--- config.mk ---
export PLATFORM = sky130hd
export DESIGN_NAME = asp_top
export DESIGN_NICKNAME = d
export VERILOG_FILES = /design/src/logic/asp_pkg.sv /design/src/logic/asp_baud_timer.sv /design/src/logic/asp_sync.sv /design/src/logic/asp_top.sv
export SDC_FILE = /design/constraint.sdc
export NUM_CORES = 1
export LEC_CHECK = 0
export ABC_AREA = 1
export BUFFER_PORTS_ARGS = -buffer_cell sky130_fd_sc_hd__buf_2
export CORE_MARGIN = 2
export CORE_UTILIZATION = 54
export DETAILED_ROUTE_END_ITERATION = 10
export GPL_TIMING_DRIVEN = 0
export PLACE_DENSITY_LB_ADDON = 0.05
export SETUP_SLACK_MARGIN = 0.2
export SKIP_LAST_GASP = 1
export SLEW_MARGIN = 20
export SYNTH_ARGS = -nofsm -noshare
export SYNTH_HDL_FRONTEND = slang
export SYNTH_SLANG_ARGS = --single-unit
--- constraint.sdc ---
create_clock -name hclk -period 3.51 [get_ports hclk]
set_input_delay 0.351 -clock hclk [delete_from_list [all_inputs] [get_ports hclk]]
set_output_delay 0.351 -clock hclk [all_outputs]
set_load 0.1 [all_outputs]
--- src/logic/asp_pkg.sv ---
// Shared constants and types for the asynchronous serial port
package asp_pkg;
  // Register byte offsets on the bus
  localparam logic [7:0] ADDR_CTRL = 8'h00;
  localparam logic [7:0] ADDR_DATA = 8'h04;
  localparam logic [7:0] ADDR_TMR = 8'h08;
  localparam logic [7:0] ADDR_RELOAD = 8'h0C;
  localparam logic [7:0] ADDR_COUNT = 8'h10;
  localparam int ADDR_LSB = 0;
  localparam int ADDR_MSB = 7;
  // Control register bit positions
  localparam int CTL_MODE9 = 7;
  localparam int CTL_ONE = 6;
  localparam int CTL_MCE = 5;
  localparam int CTL_REN = 4;
  localparam int CTL_TB8 = 3;
  localparam int CTL_RB8 = 2;
  localparam int CTL_TXDONE = 1;
  localparam int CTL_RXDONE = 0;
  // Timer control register fields
  localparam int TMR_RUN = 0;
  localparam int TMR_IE = 1;
  localparam int TMR_SEL_LSB = 2;
  localparam int TMR_SEL_MSB = 4;
  // Reset values and counter top
  localparam logic [7:0] CTRL_RST = 8'h00;
  localparam logic [7:0] RELOAD_RST = 8'h00;
  localparam logic [7:0] COUNT_RST = 8'h00;
  localparam logic [7:0] COUNT_TOP = 8'hFF;
  // Timer clock source selection
  typedef enum logic [2:0] {
    SEL_SYS = 3'b000,
    SEL_DIV4 = 3'b001,
    SEL_DIV12 = 3'b010,
    SEL_DIV48 = 3'b011,
    SEL_EXTOSC8 = 3'b100,
    SEL_EXTIN = 3'b101
  } asp_clksel_t;
  // Prescaler counts
  localparam logic [5:0] PRE_LAST = 6'h2F;
  localparam logic [5:0] DIV12_LAST = 6'h0B;
  localparam logic [5:0] DIV12_MOD = 6'h0C;
  localparam logic [1:0] DIV4_LAST = 2'h3;
  localparam logic [2:0] EXT8_LAST = 3'h7;
  // Frame sizes
  localparam logic [3:0] FRAME8_BITS = 4'hA;
  localparam logic [3:0] FRAME9_BITS = 4'hB;
  localparam logic [2:0] DATA_LAST = 3'h7;
  // Receiver states
  typedef enum logic [2:0] {
    RX_IDLE = 3'b000,
    RX_START = 3'b001,
    RX_DATA = 3'b010,
    RX_NINTH = 3'b011,
    RX_STOP = 3'b100
  } asp_rx_state_t;
endpackage : asp_pkg

--- src/logic/asp_baud_timer.sv ---
// Eight-bit auto-reload baud counter with divide-by-two of its overflows
`timescale 1ns/1ps
module asp_baud_timer
  import asp_pkg::*;
(
  input wire logic hclk,
  input wire logic hresetn,
  input wire logic count_en,
  input wire logic [7:0] reload_val,
  input wire logic force_reload,
  output logic mid_tick,
  output logic bit_tick,
  output logic [7:0] count_val
);
  logic [7:0] cnt_ff;
  logic half_ff;
  logic [7:0] nxt_cnt;
  logic nxt_half;
  logic ovf;

  // Overflow; odd overflows mark mid-bit, even ones finish a bit
  assign ovf = count_en && (cnt_ff == COUNT_TOP) && !force_reload;
  assign mid_tick = ovf && !half_ff;
  assign bit_tick = ovf && half_ff;
  assign count_val = cnt_ff;

  // Count, reload on overflow, restart on a forced reload
  always_comb begin
    nxt_cnt = cnt_ff;
    nxt_half = half_ff;
    if (force_reload) begin
      nxt_cnt = reload_val;
      nxt_half = 1'b0;
    end else if (ovf) begin
      nxt_cnt = reload_val;
      nxt_half = !half_ff;
    end else if (count_en) begin
      nxt_cnt = cnt_ff + 8'h01;
    end
  end

  // Register counter state
  always_ff @(posedge hclk or negedge hresetn) begin
    if (!hresetn) begin
      cnt_ff <= COUNT_RST;
      half_ff <= 1'b0;
    end else begin
      cnt_ff <= nxt_cnt;
      half_ff <= nxt_half;
    end
  end
endmodule : asp_baud_timer

--- src/logic/asp_sync.sv ---
// Two-flop synchroniser for one asynchronous input
`timescale 1ns/1ps
module asp_sync (
  input wire logic hclk,
  input wire logic hresetn,
  input wire logic async_in,
  output logic sync_out
);
  logic meta_ff;
  logic nxt_meta;
  logic nxt_sync;

  // Next values of the two stages
  always_comb begin
    nxt_meta = async_in;
    nxt_sync = meta_ff;
  end

  // Register both stages; reset to the idle-high line level so no false edge follows
  always_ff @(posedge hclk or negedge hresetn) begin
    if (!hresetn) begin
      meta_ff <= 1'b1;
      sync_out <= 1'b1;
    end else begin
      meta_ff <= nxt_meta;
      sync_out <= nxt_sync;
    end
  end
endmodule : asp_sync

--- src/logic/asp_top.sv ---
// Asynchronous serial port with enhanced baud generator, AHB-Lite registers
// How it works
// - Transmitter and receiver run independently and at the same time.
// - Received byte moves to a buffer so the next byte can arrive.
// - Writes to the data buffer address load the transmit shift register only when no frame is in progress.
// - Reads of the data buffer return received data; transmit data is unreadable.
// - Interrupt raised when enabled and either done flag is set.
// - Done flags stay set until software writes them.
// - Baud timing comes from an 8-bit auto-reload timer.
// - Transmit bit clock comes from low counter overflows.
// - Receive bit clock comes from a hidden copy of the low counter.
// - Both counters' overflows are divided by two.
// - Shadow counter counts with the timer and shares the reload byte.
// - A start edge on the receive pin forces a shadow counter reload.
// - Timer clock: system, /4, /12, /48, external osc /8, external input.
// - Overflow rate is timer clock over 256 minus reload; bit rate half.
// - 8-bit frame: start, eight data bits LSB first, stop.
// - 9-bit frame adds ninth bit from control; received ninth bit stored.
// - Transmit done flag sets at the start of the stop bit.
// - Receive loads only if flag clear and, if checking, checked bit is 1.
`timescale 1ns/1ps
module asp_top
  import asp_pkg::*;
(
  input wire logic hclk,
  input wire logic hresetn,
  input wire logic hsel,
  input wire logic [31:0] haddr,
  input wire logic [1:0] htrans,
  input wire logic hwrite,
  input wire logic [2:0] hsize,
  input wire logic [31:0] hwdata,
  input wire logic hready,
  output logic hreadyout,
  output logic hresp,
  output logic [31:0] hrdata,
  input wire logic rx_pin,
  output logic tx_pin,
  input wire logic ext_osc_pin,
  input wire logic timer_ext_input,
  output logic irq
);
  import asp_pkg::*;

  // Bus and register state
  logic dp_valid_ff, nxt_dp_valid;
  logic dp_write_ff, nxt_dp_write;
  logic [7:0] dp_addr_ff, nxt_dp_addr;
  logic [7:0] ctrl_ff, nxt_ctrl;
  logic [4:0] tmr_ff, nxt_tmr;
  logic [7:0] timer_reload_byte_ff, nxt_reload;
  logic [7:0] rx_buf_ff, nxt_rx_buf;
  // Transmit state
  logic [10:0] tx_sh_ff, nxt_tx_sh;
  logic [3:0] tx_left_ff, nxt_tx_left;
  logic tx_pin_ff, nxt_tx_pin;
  // Receive state
  asp_rx_state_t rx_st_ff, nxt_rx_st;
  logic [7:0] rx_sh_ff, nxt_rx_sh;
  logic [2:0] rx_cnt_ff, nxt_rx_cnt;
  logic rx_ninth_ff, nxt_rx_ninth;
  logic rx_prev_ff;
  // Prescaler state
  logic [5:0] pre_ff, nxt_pre;
  logic [2:0] ext8_ff, nxt_ext8;
  logic osc_prev_ff, tin_prev_ff;

  logic rx_s, osc_s, tin_s;
  logic wr_ctrl, wr_data, wr_tmr, wr_reload;
  logic timer_tick, start_edge;
  logic tx_mid, tx_bit, rx_mid, rx_bit;
  logic [7:0] timer_low_counter;
  logic set_tx_done, set_rx_done;
  logic osc_rise, tin_rise;
  logic [2:0] clk_sel;
  logic [5:0] pre_mod12;

  // Pin synchronisers
  asp_sync u_sync_rx (.hclk(hclk), .hresetn(hresetn), .async_in(rx_pin),
    .sync_out(rx_s));
  asp_sync u_sync_osc (.hclk(hclk), .hresetn(hresetn), .async_in(ext_osc_pin),
    .sync_out(osc_s));
  asp_sync u_sync_tin (.hclk(hclk), .hresetn(hresetn), .async_in(timer_ext_input),
    .sync_out(tin_s));

  // Bus decode of the captured data phase
  assign wr_ctrl = dp_valid_ff && dp_write_ff && (dp_addr_ff == ADDR_CTRL);
  assign wr_data = dp_valid_ff && dp_write_ff && (dp_addr_ff == ADDR_DATA);
  assign wr_tmr = dp_valid_ff && dp_write_ff && (dp_addr_ff == ADDR_TMR);
  assign wr_reload = dp_valid_ff && dp_write_ff && (dp_addr_ff == ADDR_RELOAD);
  assign hreadyout = 1'b1;
  assign hresp = 1'b0;

  // Read mux; data address returns the receive buffer only
  always_comb begin
    hrdata = 32'h0000_0000;
    if (dp_valid_ff && !dp_write_ff) begin
      case (dp_addr_ff)
        ADDR_CTRL: hrdata[7:0] = ctrl_ff | (8'h01 << CTL_ONE);
        ADDR_DATA: hrdata[7:0] = rx_buf_ff;
        ADDR_TMR: hrdata[4:0] = tmr_ff;
        ADDR_RELOAD: hrdata[7:0] = timer_reload_byte_ff;
        ADDR_COUNT: hrdata[7:0] = timer_low_counter;
        default: hrdata = 32'h0000_0000;
      endcase
    end
  end

  // Interrupt from either done flag while enabled
  assign irq = tmr_ff[TMR_IE] && (ctrl_ff[CTL_TXDONE] || ctrl_ff[CTL_RXDONE]);

  // Timer clock source prescaler and external edge counters
  assign clk_sel = tmr_ff[TMR_SEL_MSB:TMR_SEL_LSB];
  assign osc_rise = osc_s && !osc_prev_ff;
  assign tin_rise = tin_s && !tin_prev_ff;
  assign pre_mod12 = pre_ff % DIV12_MOD;
  always_comb begin
    nxt_pre = (pre_ff == PRE_LAST) ? 6'h00 : pre_ff + 6'h01;
    nxt_ext8 = osc_rise ? ext8_ff + 3'h1 : ext8_ff;
    case (clk_sel)
      SEL_SYS: timer_tick = 1'b1;
      SEL_DIV4: timer_tick = (pre_ff[1:0] == DIV4_LAST);
      SEL_DIV12: timer_tick = (pre_mod12 == DIV12_LAST);
      SEL_DIV48: timer_tick = (pre_ff == PRE_LAST);
      SEL_EXTOSC8: timer_tick = osc_rise && (ext8_ff == EXT8_LAST);
      SEL_EXTIN: timer_tick = tin_rise;
      default: timer_tick = 1'b0;
    endcase
    timer_tick = timer_tick && tmr_ff[TMR_RUN];
  end

  // Transmit counter on the visible low counter
  asp_baud_timer u_tx_timer (
    .hclk(hclk), .hresetn(hresetn), .count_en(timer_tick),
    .reload_val(timer_reload_byte_ff), .force_reload(1'b0),
    .mid_tick(tx_mid), .bit_tick(tx_bit), .count_val(timer_low_counter));

  // Hidden receive shadow counter, restarted at a start edge
  asp_baud_timer u_rx_timer (
    .hclk(hclk), .hresetn(hresetn), .count_en(timer_tick),
    .reload_val(timer_reload_byte_ff), .force_reload(start_edge),
    .mid_tick(rx_mid), .bit_tick(rx_bit), .count_val());

  // Transmitter: load on data write while idle, shift one bit per transmit bit tick
  always_comb begin
    nxt_tx_sh = tx_sh_ff;
    nxt_tx_left = tx_left_ff;
    nxt_tx_pin = tx_pin_ff;
    set_tx_done = 1'b0;
    if (wr_data && (tx_left_ff == 4'h0)) begin
      if (ctrl_ff[CTL_MODE9]) begin
        nxt_tx_sh = {1'b1, ctrl_ff[CTL_TB8], hwdata[7:0], 1'b0};
        nxt_tx_left = FRAME9_BITS;
      end else begin
        nxt_tx_sh = {2'b11, hwdata[7:0], 1'b0};
        nxt_tx_left = FRAME8_BITS;
      end
    end else if (tx_bit && (tx_left_ff != 4'h0)) begin
      nxt_tx_pin = tx_sh_ff[0];
      nxt_tx_sh = {1'b1, tx_sh_ff[10:1]};
      nxt_tx_left = tx_left_ff - 4'h1;
      set_tx_done = (tx_left_ff == 4'h1);
    end
  end
  assign tx_pin = tx_pin_ff;

  // Receiver: start edge, mid-bit sampling, acceptance check
  assign start_edge = (rx_st_ff == RX_IDLE) && ctrl_ff[CTL_REN] && rx_prev_ff && !rx_s
    && tmr_ff[TMR_RUN];
  always_comb begin
    nxt_rx_st = rx_st_ff;
    nxt_rx_sh = rx_sh_ff;
    nxt_rx_cnt = rx_cnt_ff;
    nxt_rx_ninth = rx_ninth_ff;
    nxt_rx_buf = rx_buf_ff;
    set_rx_done = 1'b0;
    case (rx_st_ff)
      RX_IDLE: begin
        if (start_edge) begin
          nxt_rx_st = RX_START;
        end
      end
      RX_START: begin
        if (rx_mid) begin
          nxt_rx_st = rx_s ? RX_IDLE : RX_DATA;
          nxt_rx_cnt = 3'h0;
        end
      end
      RX_DATA: begin
        if (rx_mid) begin
          nxt_rx_sh = {rx_s, rx_sh_ff[7:1]};
          nxt_rx_cnt = rx_cnt_ff + 3'h1;
          if (rx_cnt_ff == DATA_LAST) begin
            nxt_rx_st = ctrl_ff[CTL_MODE9] ? RX_NINTH : RX_STOP;
          end
        end
      end
      RX_NINTH: begin
        if (rx_mid) begin
          nxt_rx_ninth = rx_s;
          nxt_rx_st = RX_STOP;
        end
      end
      RX_STOP: begin
        if (rx_mid) begin
          nxt_rx_st = RX_IDLE;
          if (!ctrl_ff[CTL_MODE9]) begin
            nxt_rx_ninth = rx_s;
          end
          if (!ctrl_ff[CTL_RXDONE] && (!ctrl_ff[CTL_MCE]
              || (ctrl_ff[CTL_MODE9] ? rx_ninth_ff : rx_s))) begin
            nxt_rx_buf = rx_sh_ff;
            set_rx_done = 1'b1;
          end
        end
      end
      default: nxt_rx_st = RX_IDLE;
    endcase
  end

  // Registers: software writes, hardware sets win over clears
  always_comb begin
    nxt_dp_valid = hsel && hready && htrans[1];
    nxt_dp_write = hwrite;
    nxt_dp_addr = haddr[ADDR_MSB:ADDR_LSB];
    nxt_ctrl = ctrl_ff;
    nxt_tmr = tmr_ff;
    nxt_reload = timer_reload_byte_ff;
    if (wr_ctrl) begin
      nxt_ctrl = hwdata[7:0];
      nxt_ctrl[CTL_ONE] = 1'b0;
    end
    if (wr_tmr) begin
      nxt_tmr = hwdata[4:0];
    end
    if (wr_reload) begin
      nxt_reload = hwdata[7:0];
    end
    if (set_tx_done) begin
      nxt_ctrl[CTL_TXDONE] = 1'b1;
    end
    if (set_rx_done) begin
      nxt_ctrl[CTL_RXDONE] = 1'b1;
      nxt_ctrl[CTL_RB8] = nxt_rx_ninth;
    end
  end

  // Register all state
  always_ff @(posedge hclk or negedge hresetn) begin
    if (!hresetn) begin
      dp_valid_ff <= 1'b0;
      dp_write_ff <= 1'b0;
      dp_addr_ff <= 8'h00;
      ctrl_ff <= CTRL_RST;
      tmr_ff <= 5'h00;
      timer_reload_byte_ff <= RELOAD_RST;
      rx_buf_ff <= 8'h00;
      tx_sh_ff <= 11'h7FF;
      tx_left_ff <= 4'h0;
      tx_pin_ff <= 1'b1;
      rx_st_ff <= RX_IDLE;
      rx_sh_ff <= 8'h00;
      rx_cnt_ff <= 3'h0;
      rx_ninth_ff <= 1'b0;
      rx_prev_ff <= 1'b1;
      pre_ff <= 6'h00;
      ext8_ff <= 3'h0;
      osc_prev_ff <= 1'b1;
      tin_prev_ff <= 1'b1;
    end else begin
      dp_valid_ff <= nxt_dp_valid;
      dp_write_ff <= nxt_dp_write;
      dp_addr_ff <= nxt_dp_addr;
      ctrl_ff <= nxt_ctrl;
      tmr_ff <= nxt_tmr;
      timer_reload_byte_ff <= nxt_reload;
      rx_buf_ff <= nxt_rx_buf;
      tx_sh_ff <= nxt_tx_sh;
      tx_left_ff <= nxt_tx_left;
      tx_pin_ff <= nxt_tx_pin;
      rx_st_ff <= nxt_rx_st;
      rx_sh_ff <= nxt_rx_sh;
      rx_cnt_ff <= nxt_rx_cnt;
      rx_ninth_ff <= nxt_rx_ninth;
      rx_prev_ff <= rx_s;
      pre_ff <= nxt_pre;
      ext8_ff <= nxt_ext8;
      osc_prev_ff <= osc_s;
      tin_prev_ff <= tin_s;
    end
  end
endmodule : asp_top

==> flow_metrics.env <==
export IMPL_diodes_inserted=0
export IMPL_detailedRoute_firstIterationViolations=258
export IMPL_crit_path_max_incr_delay_ns=0.46
export IMPL_cp_buffers_inverters=3
export IMPL_async_reset_ff_share_pct=100
export IMPL_timing_final_max_slew_violations=0
export IMPL_rows=36
export IMPL_synth_area_leaders="sky130_fd_sc_hd__dfrtp_1 (40%), sky130_fd_sc_hd__nand2_1 (11%), sky130_fd_sc_hd__dfstp_2 (9.9%)"
export IMPL_clkSlewWorstSetupHoldPaths_ns=0.10
export IMPL_drive_above_1_share_pct=18.8
export IMPL_drt_first_pass_iters=5
export IMPL_vias=4194
export IMPL_starting_density_of_the_core_pct=55.1
export IMPL_crit_family="simple AND/OR/NAND/NOR gates"
export IMPL_grt_util_all_layers_pct=23.9
export IMPL_critical_path_cell_chain="nor2_1 -> nand2_1 -> nor2_1 -> inv_1 -> nor2_1 -> inv_1 -> o22ai_1 -> a221oi_1 -> nor2_1 -> buf_2"
export IMPL_netlist_area_leader_share_pct=39.6
export IMPL_cts_sink_count=104
export IMPL_timing_hold_worst_class="in2reg"
export IMPL_arrival_ns=2.61
export IMPL_syn_inst=627
export IMPL_total_switching_power_mw=0.851
export IMPL_synth_enable_flop_cells=0
export IMPL_area_growth_syn_to_layout_pct=13.0
export IMPL_clock_latency_ns=0.38
export IMPL_grt_ovfl_total=0
export IMPL_num_io_pins=113
export IMPL_place_port_buffers=34
export IMPL_crit_path_end_kind="output pin"
export IMPL_critPathMaxFanout=8
export IMPL_antenna_left=0
export IMPL_worst_slew_pin_slew_ns=0.591
export IMPL_pwr_share_clk_pct=30.3
export IMPL_layout_commonest_cell="sky130_fd_sc_hd__nand2_1"
export IMPL_post_route_period_util_pct=84.3
export IMPL_dominantRegCellSynth="sky130_fd_sc_hd__dfrtp_1"
export IMPL_yosys_area_top_type="sky130_fd_sc_hd__dfrtp_1"
export IMPL_power_report_internal_total_mw=1.89
export IMPL_numCtsBuffers=9
export IMPL_routedWlPerCell_um=13.6
export IMPL_pwr_share_comb_pct=20.0
export IMPL_setup_viol=0
export IMPL_placed_area_um2=5770
export IMPL_synth_seq_area_share_pct=49.5
export IMPL_netlist_area_before_placement_um2=5310
export IMPL_sequentialPowerShare_pct=49.7
export IMPL_max_cap_violations=0
export IMPL_p_leak_nw=3.20
export IMPL_power_density_cell_area_nw_per_um2=457
export IMPL_dp_hpwl_um=8570
export IMPL_report_final_hold_viol_count=0
export IMPL_post_route_min_period_ns=2.96
export IMPL_synth_seq_cells=104
export IMPL_post_synth_num_cell_types=43
export IMPL_remaining_drc_errors=0
export IMPL_worst_setup_path_start_kind="flop"
export IMPL_cts_htree_levels=3
export IMPL_number_of_antenna_violations_at_the_first_check_in_global_routing=0
export IMPL_outcome="finished, final reports clean"
export IMPL_peakVddDrop_mv=0.318
export IMPL_wire_length_of_the_first_global_routing_pass_um=19200
export IMPL_grt_pass1_vias=3955
export IMPL_wirelength_um=11400
export IMPL_nets=785
export IMPL_grt_setup_unrepaired="false"
export IMPL_dieHeight_um=103
export IMPL_die_w_um=103
export IMPL_finalWeightedCongestion=0.832
export IMPL_grt_start_max_net_pins=54
export IMPL_dieArea_um2=10600
export IMPL_power_switching_fraction_pct=31.0
export IMPL_regToRegSetupSlack_ns=1.31
export IMPL_cts_root_buffer_cell="sky130_fd_sc_hd__clkbuf_8"
export IMPL_cp_class="reg2out"
export IMPL_maxSlewHeadroom_pct=60.1
export IMPL_skew_ns=0.0151
export IMPL_tritoncts="yes"
export IMPL_tns_ns=0
export IMPL_path_common_cell="sky130_fd_sc_hd__nor2_1"
export IMPL_design_core_area_um2=9640
export IMPL_final_instance_area_um2=6000
export IMPL_critical_path_required_ns=3.16
export IMPL_ys_warn_count=0
export IMPL_maxClockFrequency_ghz=0.338
export IMPL_clk_path_buf_depth=2
export IMPL_worst_path_max_delay_cell="sky130_fd_sc_hd__buf_2"
export IMPL_total_power_mw=2.74
export IMPL_final_cell_mix="sky130_fd_sc_hd__nand2_1 (158), sky130_fd_sc_hd__inv_1 (92), sky130_fd_sc_hd__dfrtp_1 (84)"
export IMPL_syn_area_per_cell_um2=8.47
export IMPL_via_per_inst=5.02
==> state kept, by name, summed over array words and instances (netlist names), 7 cells and up <==
signal,flops
ctrl_ff,7
dp_addr_ff,8
rx_buf_ff,8
rx_sh_ff,8
timer_reload_byte_ff,8
tx_sh_ff,10
u_rx_timer.count_val,8
u_tx_timer.count_val,8
==> routing by layer <==
layer | up-vias | track usage, % | wire length (um)
met5 | - | 0 | 0
met4 | 0 | 9.72 | 292
met3 | 18 | 5.22 | 636
met2 | 109 | 38.2 | 5390
met1 | 1963 | 31.8 | 5040
li1 | 2104 | - | -
==> timing repair <==
item,in CTS,in global routing
endpoints found under the hold margin,38,0
gates resized for setup,0,0
buffers inserted,0,0
hold buffers,1,0
==> path summary, 6_finish.rpt <==
check | from | end | cells past startpoint
setup / recovery | dp_addr_ff[7] | hrdata[5] | 10
hold / removal | timer_ext_input | u_sync_tin.meta_ff | 1
setup reg to reg | pre_ff[0] | tx_left_ff[1] | 15
hold reg to reg | u_sync_tin.sync_out | tin_prev_ff | 0
max in group asynchronous | hresetn | rx_prev_ff | 3
min in group asynchronous | hresetn | tx_left_ff[2] | 2
==> metrics by stage <==
stage	util (%)	cells	hold WS, ns	setup slack, ns
6_report	62.3	836	0.0615	0.550
5_1_grt	62.3	836	0.0264	0.340
4_1_cts	62.3	836	0.0384	0.507
3_5_place_dp	59.9	819	0.343	0.959
3_3_place_gp	59.5	818	0.345	0.951
2_1_floorplan	-	651	0.0554	0.456
==> worst reg2reg max path, delay by kind of cell, from the launching register on <==
family / cells / cell delay, ns
compound gates: 1 / 0.08
fa+ha+maj: 1 / 0.24
buf+inv: 1 / 0.14
flops: 1 / 0.38
simple gates: 12 / 1.26
==> power by group through the flow <==
stage,Combinational (mW),Clock (mW),Sequential [mW]
2_1_floorplan,0.439,0,1.37
3_3_place_gp,0.523,0,1.38
3_5_place_dp,0.548,0,1.38
4_1_cts,0.549,0.865,1.36
5_1_grt,0.625,0.907,1.38
6_report,0.548,0.832,1.36
==> synth_stat cells (3+ instances only) <==
master / count
sky130_fd_sc_hd__a211oi_1: 3
sky130_fd_sc_hd__a21oi_1: 10
sky130_fd_sc_hd__a221oi_1: 4
sky130_fd_sc_hd__a31oi_1: 3
sky130_fd_sc_hd__buf_4: 27
sky130_fd_sc_hd__clkbuf_1: 5
sky130_fd_sc_hd__dfrtp_1: 84
sky130_fd_sc_hd__dfstp_2: 20
sky130_fd_sc_hd__ha_1: 10
sky130_fd_sc_hd__inv_1: 92
sky130_fd_sc_hd__nand2_1: 158
sky130_fd_sc_hd__nand2_4: 3
sky130_fd_sc_hd__nand3_1: 25
sky130_fd_sc_hd__nand4_1: 6
sky130_fd_sc_hd__nor2_1: 34
sky130_fd_sc_hd__nor3_1: 7
sky130_fd_sc_hd__o211ai_1: 4
sky130_fd_sc_hd__o21ai_0: 63
sky130_fd_sc_hd__o21ai_1: 3
sky130_fd_sc_hd__o21ai_2: 13
sky130_fd_sc_hd__o22ai_1: 9
sky130_fd_sc_hd__o2bb2ai_1: 3
sky130_fd_sc_hd__or2_2: 3
sky130_fd_sc_hd__xor2_1: 12
==> cells by family after synthesis <==
group | after synthesis | synth area share (%)
AOI/OAI and AO/OA | 119 | 13.5
xor gates and xnor gates | 13 | 2.14
adders and majority gates | 10 | 2.36
buffers and inverters | 130 | 11.6
DFF | 104 | 49.5
muxes | 2 | 0.424
other | 2 | 0.141
and+or+nand+nor | 247 | 20.3
==> final cells by class <==
class                           instances  area (um2)
Clock buffer                           12         145
Tap cell                              133         166
Clock inverter                          4        76.3
Sequential cell                       104        2630
Multi-Input combinational cell        417        2150
Fill cell                             929        3640
Buffer                                 37         269
Timing Repair Buffer                   36         214
Inverter                               93         349
Power figures use the tool's default switching activity.
